==> src/shared/hpvol_pkg.sv <==
// Purpose: Constants for the headphone gain control register bank
// Assumes: Register index 0x1C left, 0x1D right; 16-bit register data
// Notes: Gain code 0 is -57 dB, one dB per code
package hpvol_pkg;
    localparam logic [6:0] HPVOL_ADDR_LEFT = 7'h1C;
    localparam logic [6:0] HPVOL_ADDR_RIGHT = 7'h1D;
    localparam int HPVOL_BIT_COMMIT = 8;
    localparam int HPVOL_BIT_ZC = 7;
    localparam int HPVOL_BIT_SILENCE = 6;
    localparam int HPVOL_GAIN_W = 6;
    localparam logic [5:0] HPVOL_GAIN_RESET = 6'h2D;
    localparam logic [5:0] HPVOL_GAIN_0DB = 6'h39;
    localparam logic [5:0] HPVOL_GAIN_MAX = 6'h3F;
    localparam logic HPVOL_ZC_RESET = 1'b0;
    localparam logic HPVOL_SILENCE_RESET = 1'b0;
    // Zero-cross arming needs this many gain or silence changes
    localparam logic [1:0] HPVOL_ARM_WRITES = 2'h2;
    localparam int HPVOL_TIMEOUT_W = 4;
    localparam logic [3:0] HPVOL_TIMEOUT_TICKS = 4'h4;
endpackage

==> src/hw/hpvol_ctrl.sv <==
// Purpose: Left/right headphone gain registers with pending/commit and zero-cross apply
// Assumes: One write port, single-cycle writes; zero-cross and timeout ticks are pulses
// Notes: A deferred apply takes the pending value at the crossing or timeout
`timescale 1ns/1ns
module hpvol_ctrl
    import hpvol_pkg::*;
#(
    parameter logic [3:0] TIMEOUT_TICKS = HPVOL_TIMEOUT_TICKS
) (
    input wire logic CLK, // 10 MHz clock
    input wire logic RESET_N, // Async reset, active low
    input wire logic WR_EN, // Register write strobe
    input wire logic [6:0] ADDR, // Register index
    input wire logic [15:0] WDATA, // Write data
    output logic [15:0] RDATA, // Read data for ADDR
    input wire logic [1:0] ZERO_CROSS, // Per channel zero-crossing pulse, [0] left
    input wire logic TIMEOUT_TICK, // Zero-cross timeout clock tick pulse
    output logic [5:0] LEFT_APPLIED_GAIN, // Gain code in effect, left
    output logic [5:0] RIGHT_APPLIED_GAIN, // Gain code in effect, right
    output logic LEFT_SILENCE_OUT, // Left output muted
    output logic RIGHT_SILENCE_OUT, // Right output muted
    output logic [1:0] APPLY_WAITING // Deferred apply outstanding per channel
);
    import hpvol_pkg::*;

    typedef struct packed {
        logic [5:0] pend_gain;
        logic pend_sil;
        logic zc_en;
        logic [5:0] app_gain;
        logic app_sil;
        logic [1:0] arm_cnt;
        logic waiting;
        logic [3:0] tmo;
    } hpvol_chan_t;

    typedef struct packed {
        hpvol_chan_t [1:0] ch;
    } hpvol_state_t;

    hpvol_state_t state_q, state_d;
    logic commit;
    logic [1:0] wr_ch;

    // commit is a strobe from either register
    assign commit = WR_EN && WDATA[HPVOL_BIT_COMMIT] &&
        (ADDR == HPVOL_ADDR_LEFT || ADDR == HPVOL_ADDR_RIGHT);
    assign wr_ch[0] = WR_EN && ADDR == HPVOL_ADDR_LEFT;
    assign wr_ch[1] = WR_EN && ADDR == HPVOL_ADDR_RIGHT;

    always_comb begin
        state_d = state_q;
        for (int i = 0; i < 2; i++) begin
            if (state_q.ch[i].waiting && TIMEOUT_TICK) begin
                state_d.ch[i].tmo = state_q.ch[i].tmo + 4'h1;
            end
            if (state_q.ch[i].waiting && (ZERO_CROSS[i] ||
                (TIMEOUT_TICK && state_q.ch[i].tmo + 4'h1 >= TIMEOUT_TICKS))) begin
                state_d.ch[i].app_gain = state_q.ch[i].pend_gain;
                state_d.ch[i].app_sil = state_q.ch[i].pend_sil;
                state_d.ch[i].waiting = 1'b0;
                state_d.ch[i].tmo = 4'h0;
            end
            if (wr_ch[i]) begin
                state_d.ch[i].pend_gain = WDATA[HPVOL_GAIN_W-1:0];
                state_d.ch[i].pend_sil = WDATA[HPVOL_BIT_SILENCE];
                state_d.ch[i].zc_en = WDATA[HPVOL_BIT_ZC];
                if (!WDATA[HPVOL_BIT_ZC]) begin
                    state_d.ch[i].arm_cnt = 2'h0;
                end else if (state_q.ch[i].zc_en &&
                    state_q.ch[i].arm_cnt != HPVOL_ARM_WRITES &&
                    (WDATA[HPVOL_GAIN_W-1:0] != state_q.ch[i].pend_gain ||
                     WDATA[HPVOL_BIT_SILENCE] != state_q.ch[i].pend_sil)) begin
                    state_d.ch[i].arm_cnt = state_q.ch[i].arm_cnt + 2'h1;
                end
            end
        end
        if (commit) begin
            for (int i = 0; i < 2; i++) begin
                if (state_d.ch[i].zc_en && state_d.ch[i].arm_cnt == HPVOL_ARM_WRITES) begin
                    state_d.ch[i].waiting = 1'b1;
                    state_d.ch[i].tmo = 4'h0;
                end else begin
                    state_d.ch[i].app_gain = state_d.ch[i].pend_gain;
                    state_d.ch[i].app_sil = state_d.ch[i].pend_sil;
                    state_d.ch[i].waiting = 1'b0;
                end
            end
        end
    end

    always_ff @(posedge CLK or negedge RESET_N) begin
        if (!RESET_N) begin
            for (int i = 0; i < 2; i++) begin
                state_q.ch[i].pend_gain <= HPVOL_GAIN_RESET;
                state_q.ch[i].app_gain <= HPVOL_GAIN_RESET;
                state_q.ch[i].pend_sil <= HPVOL_SILENCE_RESET;
                state_q.ch[i].app_sil <= HPVOL_SILENCE_RESET;
                state_q.ch[i].zc_en <= HPVOL_ZC_RESET;
                state_q.ch[i].arm_cnt <= 2'h0;
                state_q.ch[i].waiting <= 1'b0;
                state_q.ch[i].tmo <= 4'h0;
            end
        end else begin
            state_q <= state_d;
        end
    end

    always_comb begin
        RDATA = 16'h0000;
        for (int i = 0; i < 2; i++) begin
            if (ADDR == (i == 0 ? HPVOL_ADDR_LEFT : HPVOL_ADDR_RIGHT)) begin
                RDATA = {8'h00, state_q.ch[i].zc_en, state_q.ch[i].pend_sil,
                    state_q.ch[i].pend_gain};
            end
        end
    end

    assign LEFT_APPLIED_GAIN = state_q.ch[0].app_gain;
    assign RIGHT_APPLIED_GAIN = state_q.ch[1].app_gain;
    assign LEFT_SILENCE_OUT = state_q.ch[0].app_sil;
    assign RIGHT_SILENCE_OUT = state_q.ch[1].app_sil;
    assign APPLY_WAITING = {state_q.ch[1].waiting, state_q.ch[0].waiting};
endmodule // hpvol_ctrl

==> config.mk <==
export PLATFORM = sky130hd
export DESIGN_NAME = hpvol_ctrl
export DESIGN_NICKNAME = d
export VERILOG_FILES = /design/src/shared/hpvol_pkg.sv /design/src/hw/hpvol_ctrl.sv
export SDC_FILE = /design/constraint.sdc
export NUM_CORES = 1
export LEC_CHECK = 0
export BUFFER_PORTS_ARGS = -buffer_cell sky130_fd_sc_hd__buf_2
export CAP_MARGIN = 20
export CORE_MARGIN = 2
export CORE_UTILIZATION = 50
export DETAILED_ROUTE_END_ITERATION = 8
export PLACE_DENSITY = 0.74
export SLEW_MARGIN = 15
export SYNTH_ARGS = -nofsm -noshare
export SYNTH_HDL_FRONTEND = slang
export SYNTH_SLANG_ARGS = --single-unit
==> constraint.sdc <==
create_clock -name CLK -period 3.95 [get_ports CLK]
set_input_delay 0.79 -clock CLK [delete_from_list [all_inputs] [get_ports CLK]]
set_output_delay 0.79 -clock CLK [all_outputs]
set_load 0.1 [all_outputs]
# Word level (Yosys, flattened, before mapping)
# Cells that the tools add are included.
# op_classes
reduce_logical,23
addsub,4
n_eq_ne,10
magnitude_cmp,2
muxes,26
# op_table
cell,n
7-bit 2-to-1 mux,6
8-bit 2-to-1 mux,3
5-bit 2-to-1 mux,4
1-bit logical AND,16
16-bit 2-to-1 mux,1
4-bit 2-to-1 mux,4
"7-bit by 5-bit == test with 1-bit output, second input constant",2
2-bit 2-to-1 mux,6
6-bit != test,2
"4-bit by 1-bit adder with 4-bit output, second input constant",2
"4-bit by 3-bit greater-or-equal comparator with 1-bit output, second input constant",2
1-bit logical OR,5
"2-bit by 1-bit adder with 2-bit output, second input constant",2
"2-bit == test, second input constant",2
"2-bit != test, second input constant",2
2-bit nonzero test,2
1-bit 2-to-1 mux,2
1-bit != test,2
# word_totals
reg_bits,44
input_bits,29
output_inout_bits,32
word_cells,81

# Logic depth before layout (Yosys ltp)
# Gate-level depths: netlist of run 1.
# logic_depth
ltp_word,10
mapped_depth,8
depth_no_buf,7

# Least setup slack after synthesis of run 1
# Ideal clock, no wire load.
# synth_path
kind,input-to-output
from,input ADDR[5]
to,output RDATA[0]
n_path_buf,0
setup_slack_ns,0.560
required_time_ns,3.160
cell_stages,3
arrival_ns,2.600
cell_sequence,and4bb_2 > nand2_1 > nor2_1
# synth_via
elab_chain_cells,3
word_cells_on_any_way,4
cone_classes,2 x eq/ne; 2 x mux
# synth_rtl
item,line_no,source
"start, declared",hpvol_ctrl.sv:13,"input wire logic [6:0] ADDR,"
7-bit by 5-bit == test with 1-bit output,hpvol_ctrl.sv:112,if (ADDR == (i == 0 ? HPVOL_ADDR_LEFT : HPVOL_ADDR_RIGHT)) begin
8-bit 2-to-1 mux,hpvol_ctrl.sv:112,
16-bit 2-to-1 mux (*),hpvol_ctrl.sv:112,
"end, declared",hpvol_ctrl.sv:15,"output logic [15:0] RDATA,"
# Mark *: on every way between the ends. The rest lies on a longest branch, timed or not.

# Worst setup path in the final report of run 1
# layout_path
from,input ADDR[5]
to,output RDATA[5]
# Same word-level chain as after synthesis.

==> results of run 1 <==
[critical path, stage by stage]
cell and delay, ps:
buf_2 90, and4bb_2 350, nand2_1 240, nor2_1 190, buf_2 440
[layout make-up]
cell class              instances  area (µm²)
clock inverters                 1       5.005
repair buffers                 46       245.2
multi-input cells             199        1468
inverters                       4       15.01
flip-flops and latches         44        1121
fillers                       478        2419
well taps                      72       90.09
clock buffers                   7       76.32
[per-stage QoR]
step | utilization (%) | hold slack, ps | instance area, µm² | std cells
final | 55.53 | 408.7 | 3020 | 373
after global routing | 55.53 | 418.8 | 3020 | 373
after CTS | 55.16 | 509.3 | 3000 | 372
after detailed placement | 53.67 | 494.1 | 2919 | 364
after global placement | 53.67 | 488.7 | 2919 | 364
after floorplan | - | 470.7 | 2800 | 275
[sequential cells by signal, summed over array words and instances (netlist names)]
name	cells
state_q	28
RIGHT_SILENCE_OUT	1
RIGHT_APPLIED_GAIN	6
LEFT_SILENCE_OUT	1
APPLY_WAITING	2
LEFT_APPLIED_GAIN	6
[worst min path at each step]
| stage | to | slack (ps) | cells past startpoint |
|---|---|---|---|
| 6_report | state_q[3] | 410 | 1 |
| 5_1_grt | state_q[3] | 420 | 1 |
| 4_1_cts | state_q[38] | 510 | 2 |
| 3_5_place_dp | state_q[38] | 490 | 2 |
| 3_3_place_gp | state_q[38] | 490 | 2 |
| 2_1_floorplan | state_q[38] | 470 | 2 |
[power by group through the flow]
| stage | clock, mW | combinational (mW) | sequential [mW] |
|---|---|---|---|
| after floorplan | 0 | 0.117 | 0.496 |
| after global placement | 0 | 0.144 | 0.499 |
| after detailed placement | 0 | 0.147 | 0.500 |
| after CTS | 0.285 | 0.148 | 0.492 |
| after global routing | 0.302 | 0.161 | 0.494 |
| final | 0.273 | 0.149 | 0.492 |
[placed cells by master, fill, tap and decap left out, types with 2 or more instances in the layout]
master	instances
clkbuf_1	2
a21oi_1	4
nor2_1	17
and2_1	4
mux2i_1	9
nand2b_1	2
nand3_1	12
inv_1	4
clkbuf_8	5
o21ai_0	6
dfrtp_1	28
dfstp_2	16
a21oi_4	2
a31oi_1	3
a2111o_1	2
o211ai_2	3
nor3_1	3
mux2_2	28
xnor2_1	10
ha_1	4
xor2_1	12
o31ai_1	2
mux2_4	7
nand2_1	41
o21a_1	3
o2111ai_1	3
nor4_1	2
nor2b_1	3
conb_1	8
buf_2	45
[routing by layer]
layer	wire, µm	vias up
met5	0	-
met4	46	0
met3	300	7
met2	2516	63
met1	2657	937
li1	-	970
[logic make-up (layout without fill, tap and decap cells)]
| logic type | Yosys count | after routing | share of synthesized area [%] |
|---|---|---|---|
| buffers and inverters | 32 | 58 | 7.622 |
| AOI/OAI and AO/OA | 31 | 31 | 9.292 |
| xor gates and xnor gates | 22 | 22 | 6.946 |
| other | 1 | 8 | 0.1352 |
| DFF | 44 | 44 | 40.41 |
| and+or+nand+nor | 90 | 90 | 15.38 |
| muxes | 44 | 44 | 18.40 |
| adders and majority gates | 4 | 4 | 1.804 |
==> summary.txt, run 1 <==
Floorplanning
  – Rows: 27
  – Initial Util: 51.00%
  – DIE AREA: 6160 µm²
  – Die X: 78.49 µm
  – # IOs: 61
  – Chip Height: 78.49 µm
  – Core Box Area: 5439 µm²

Place
  – Dpl hpwl: 4004 µm
  – IO buf count: 45
  – DP Worst Slack: 1069 ps
  – GP Congestion: approximately 0.85

Synthesis
  – #FFs+latches synth: 44
  – Syn_area_per_cell: 10.35 µm²
  – Synthesized area: 2774 µm²
  – Area contributors post-synth: dfrtp_1, dfstp_2, mux2_2, buf_4, nand2_1
  – Area leader, netlist: dfrtp_1
  – Top-count cell post-synth: nand2_1
  – EDFF count, synth: 0
  – Yosys warns: 0
  – Top-area cell type share of the netlist area: 25.26%
  – Synth Instances: 268
  – Top cells by count, synth: nand2_1, dfrtp_1, mux2_2, buf_4, nor2_1
  – Dominant synthesized flop cell: dfrtp_1
  – Synth async-reset ratio: 100.0%
  – Register area share after synthesis: 40.41%
  – Yosys cell types: 41

Timing
  – Unrepaired setup endpoints after global routing: false
  – Final period utilization: about three quarters
  – Total negative slack: 0 ps
  – Finish-stage setup viols: 0
  – Max Clk Rate: ~0.35 GHz
  – Clock skew: 7.265 ps
  – Worst Slack Setup Final: 1057 ps
  – Max-slew violation count: 0
  – Tmin final: 2893 ps
  – Final hold violation count: 0

Power and ir drop
  – Internal power: 0.6406 mW
  – Pwr dens: approximately 300 nW/µm²
  – Seq pwr share: 53.8%
  – Switching pwr: 0.2733 mW
  – Clock network power share: between 20% and 30%
  – Switch share: between 20% and 30%
  – Leakage Power: approximately 1.5 nW
  – Combinational power share: 16.3%
  – Worst vdd ir: between 200 and 250 µV
  – Final Total Pwr: 0.9140 mW

Routing
  – Final WL: 5521 µm
  – Via density: 5.300
  – DRT antenna net count: 0
  – Residual DRC count: 0
  – Via Count: 1977
  – Routed len/inst: 14.80 µm
  – Drt initial violations: 141
  – TritonRoute pass-1 iters: 4

Clock tree
  – Clock Latency Late Sink: 300 ps
  – Clock tree root buffer cell: clkbuf_8
  – Post CTS Setup Buffer Count: 0
  – CTS Sinks: 44
  – H-tree levels: 2
  – Clock-pin slew on the worst setup and hold paths: 80 ps
  – TritonCTS clock tree: yes
  – CTS Buffer Depth: 2
  – CTS-repair resized insts: 0
  – Total CTS buffers: 5
  – Hold-fix buffers, CTS: 0

Critical path
  – FF-to-FF End: LEFT_APPLIED_GAIN[4]
  – Worst Setup EP: RDATA[5]
  – Critical path class: input port to output port
  – Crit path DAT: between 2000 and 2500 ps
  – CP required: between 3000 and 4000 ps
  – Startpoint types: input port
  – Worst R2R Start: state_q[18]
  – Maximum fanout along the worst path: 9
  – Worst Reg-to-Reg Cells: 6
  – R2r setup slk: 1650 ps
  – Crit path capture type: output port
  – Worst Setup SP: ADDR[5]

GRT
  – GR Util All Layers: 18.77%
  – Vias in the first global route: 1932
  – Initial antenna violation count: 0
  – Met3 usage: 3.218%
  – GRT Max-Usage Layer: met2
  – First-pass GRT wire length: approximately 9200 µm
  – Gr ovfl total: 0
  – Met2 Use GR: between 30% and 40%
  – Largest net degree at the start of global routing: 45
  – Met1 Usage GRT: between 20% and 30%

Layout
  – Ratio of cells with drive above 1 in the final layout: 37.21%
  – Nets: around 330
  – Layout Area Growth over Synthesis: 8.886%
  – N_diodes: 0

Flow run
  – Max Cap Viol: 0

Outcome
  – Outcome: complete, no violations

Min path
  – Worst Hold Class: input port to async pin
Note: power is estimated with default switching activity, not from simulation.
==> run 2: changes to the inputs <==
ABC_AREA = 1   (was not set)
clock period = 2.8 ns   (was 3.95 ns; I/O delays follow)
==> run 2 against run 1 <==
Global-route usage rose by 1.2 points. Design area rose by 0.83%. Setup slack got worse by 720 ps. Via count rose by 13%. Hold slack improved by 1.8 ps.
==> summary.txt, run 2 <==
Layout
  – Most flops, register: state_q
  – N_diodes: 0 (unchanged)
  – Fill count: 534 (+12%)
  – Most common cell after layout, fill and taps aside: nand2_1
  – Nets: 414 (+24%)
  – Post-Layout Cell Count: 454 (+22%)
  – Layout Area Growth over Synthesis: 9.099%
  – Largest register FFs: 28 (unchanged)
  – Fin util: 55.99% (+0.46 points)
  – Multi-input gate area: 1335 µm² (-9.0%)
  – Commonest non-fill, non-tap cells in the layout: nand2_1, buf_2, inv_1, o21ai_0, dfrtp_1
  – Area occupied by registers: 1121 µm² (unchanged)
  – Ratio of cells with drive above 1 in the final layout: 27.23% (-10 points)

Min path
  – Worst Hold Class: input port to async pin

Synthesis
  – XOR/XNOR Fraction of Synth Area: 4.079% (-2.9 points)
  – Synth Instances: 348 (+30%)
  – Compound-Gate Fraction of Synth Area: 11.16% (+1.9 points)
  – Largest family of logic cells by synthesized area: simple AND/OR/NAND/NOR gates
  – Dominant synthesized flop cell: dfrtp_1
  – Synthesized area: 2791 µm² (+0.63%)
  – Top-area cell type share of the netlist area: 25.10% (-0.16 points)
  – EDFF count, synth: 0 (unchanged)
  – Synth async-reset ratio: 100.0% (unchanged)
  – Area leader, netlist: dfrtp_1
  – Top-count cell post-synth: nand2_1
  – Proportion of synthesized area in mux cells: 0% (-18 points)
  – Register area share after synthesis: 40.16% (-0.25 points)
  – Yosys warns: 0 (unchanged)
  – Post-synthesis adder-cell area fraction: 1.793% (-0.011 points)
  – Syn_area_per_cell: 8.021 µm² (-23%)
  – Top cells by count, synth: nand2_1, inv_1, o21ai_0, dfrtp_1, nand3_1
  – Yosys cell types: 35 (-15%)
  – #FFs+latches synth: 44 (unchanged)
  – Simple-Gate Fraction of Synth Area: 29.72% (+14 points)
  – Area contributors post-synth: dfrtp_1, dfstp_2, nand2_1, buf_4, o21ai_0

GRT
  – Vias in the first global route: 2096 (+8.5%)
  – First-pass GRT wire length: 9804 µm (+6.5%)
  – Largest net degree at the start of global routing: 45 (unchanged)
  – Initial antenna violation count: 0 (unchanged)
  – Gr ovfl total: 0 (unchanged)
  – GR Util All Layers: 20.01% (+1.2 points)

Floorplanning
  – Initial Util: 51.32% (+0.32 points)
  – Die X: 78.72 µm (+0.30%)
  – DIE AREA: 6197 µm² (+0.60%)
  – # IOs: 61 (unchanged)
  – Chip Height: 78.72 µm (+0.30%)
  – Core Box Area: 5439 µm² (unchanged)
  – Rows: 27 (unchanged)

Timing
  – Max-Slew Margin vs Limit: about a third
  – Unrepaired setup endpoints after global routing: false
  – Worst Tran Pin Value: 974.7 ps
  – Clock skew: 5.967 ps (-1.298 ps)
  – Finish-stage setup viols: 0 (unchanged)
  – Final period utilization: between 80% and 90%
  – Tmin final: 2463 ps
  – Final hold violation count: 0 (unchanged)
  – Max Clk Rate: between 0.4 and 0.5 GHz
  – Max-slew violation count: 0 (unchanged)

Routing
  – Via density: 4.932 (-7.0%)
  – Drt initial violations: 189 (+34%)
  – Residual DRC count: 0 (unchanged)
  – TritonRoute pass-1 iters: 4 (unchanged)
  – Final WL: 5636 µm (+2.1%)
  – Via Count: 2239 (+13%)
  – DRT antenna net count: 0 (unchanged)
  – Routed len/inst: 12.41 µm (-16%)

Critical path
  – Critical path class: input port to output port
  – Largest delay share family, worst path: buffers and inverters
  – Maximum fanout along the worst path: 8 (-1)
  – Startpoint types: input port
  – CP required: 2240 ps (-920 ps)
  – Crit-path cells: buf_2 > nor3b_4 > nand2_1 > o22ai_1 > buf_2
  – Peak per-stage delay on the critical path: 470 ps (+30 ps)
  – Crit-path slowest cell: buf_2
  – Crit path capture type: output port
  – Cell mode on critical path: buf_2
  – Crit path DAT: 1900 ps (-200 ps)
  – Number of buffers and inverters on the critical path: 2 (unchanged)

Power and ir drop
  – Leakage Power: 1.546 nW (+4.5%)
  – Worst vdd ir: 537.8 µV (+130%)
  – Pwr dens: 625.7 nW/µm² (+110%)
  – Final Total Pwr: 1.905 mW (+110%)

Clock tree
  – Total CTS buffers: 5 (unchanged)
  – Clock-pin slew on the worst setup and hold paths: 80 ps (about the same)
  – Clock tree root buffer cell: clkbuf_8
  – CTS Buffer Depth: 2 (unchanged)
  – Clock Latency Late Sink: 300 ps (about the same)
  – CTS Sinks: 44 (unchanged)
  – TritonCTS clock tree: yes
  – Post CTS Setup Buffer Count: 0 (unchanged)
  – CTS-repair resized insts: 0 (unchanged)
  – Hold-fix buffers, CTS: 0 (unchanged)
  – H-tree levels: 2 (unchanged)

Place
  – Inst Count DP: 446 (+23%)
  – IO buf count: 45 (unchanged)
  – Dpl hpwl: 4299 µm (+7.4%)
  – GP Congestion: 0.8123 (-4.7%)

Flow run
  – Max Cap Viol: 0 (unchanged)

Outcome
  – Outcome: complete, no violations
[run 2: changes by cell type after synthesis, moves of 4 or more]
cell     before  now
and2_1        4    0
o21ai_0       6   29
nor2_1       17    6
nand3_1      12   26
mux2i_1       9    0
o22ai_1       0    8
xor2_1       12    2
nand2_2       0    9
a21oi_1       4    8
nor2_4        0    5
mux2_2       28    0
nand2_1      41  102
mux2_4        7    0
inv_1         4   34
[run 2: worst paths after layout]
path | cells after the start | end | slack (ps) | from
setup / recovery | 5 | RDATA[2] | 340 | ADDR[5]
hold / removal | 1 | state_q[24] | 410 | RESET_N
setup reg to reg | 11 | state_q[3] | 970 | state_q[5]
hold reg to reg | 2 | state_q[14] | 560 | state_q[14]
max in group asynchronous | 1 | state_q[5] | 1780 | RESET_N
min in group CLK | 2 | state_q[14] | 560 | state_q[14]
[run 2: per-layer routing]
metal	track usage [%]	share of wire, %
met4	5.789	1.7
met2	32.22	48
met5	0	0
met1	27.33	45
met3	4.318	5.2
[run 2: where the power goes]
group,switching [mW],total (mW),internal [mW]
Clock,0.218,0.483,0.265
Combinational,0.497,0.638,0.141
Sequential,0.0480,0.784,0.737
[run 2: cell type report]
cell class              count  share of cell area (%)
multi-input cells         245                   43.84
well taps                  72                   2.958
flip-flops and latches     44                   36.81
clock inverters             2                   1.150
clock buffers               6                   2.383
inverters                  40                   5.464
repair buffers             45                   7.395
[run 2: stage by stage]
stage	hold WS (ps)	setup slack (ps)	TNS [ps]	instance area, µm²
3_5_place_dp	534.5	354.1	0	2938
6_report	410.5	336.7	0	3045
2_1_floorplan	264.4	-258.9	-2071	2818
3_3_place_gp	528.0	352.1	0	2938
5_1_grt	485.3	237.1	0	3045
4_1_cts	444.0	350.4	0	3045
[run 2: cell families after synthesis]
family,Yosys count
AND/OR/NAND/NOR,165
AO/OA/AOI/OAI,55
adder cells (fa/ha/maj),4
buffers and inverters,66
XOR/XNOR,13
flip-flops,44
other,1
[run 2: worst register-to-register path, delay by kind of cell, from the launching register on]
kind	cells	cell delay [ps]
buffers and inverters	2	90
flip-flops	1	370
adder cells (fa/ha/maj)	1	180
AND/OR/NAND/NOR	8	1100
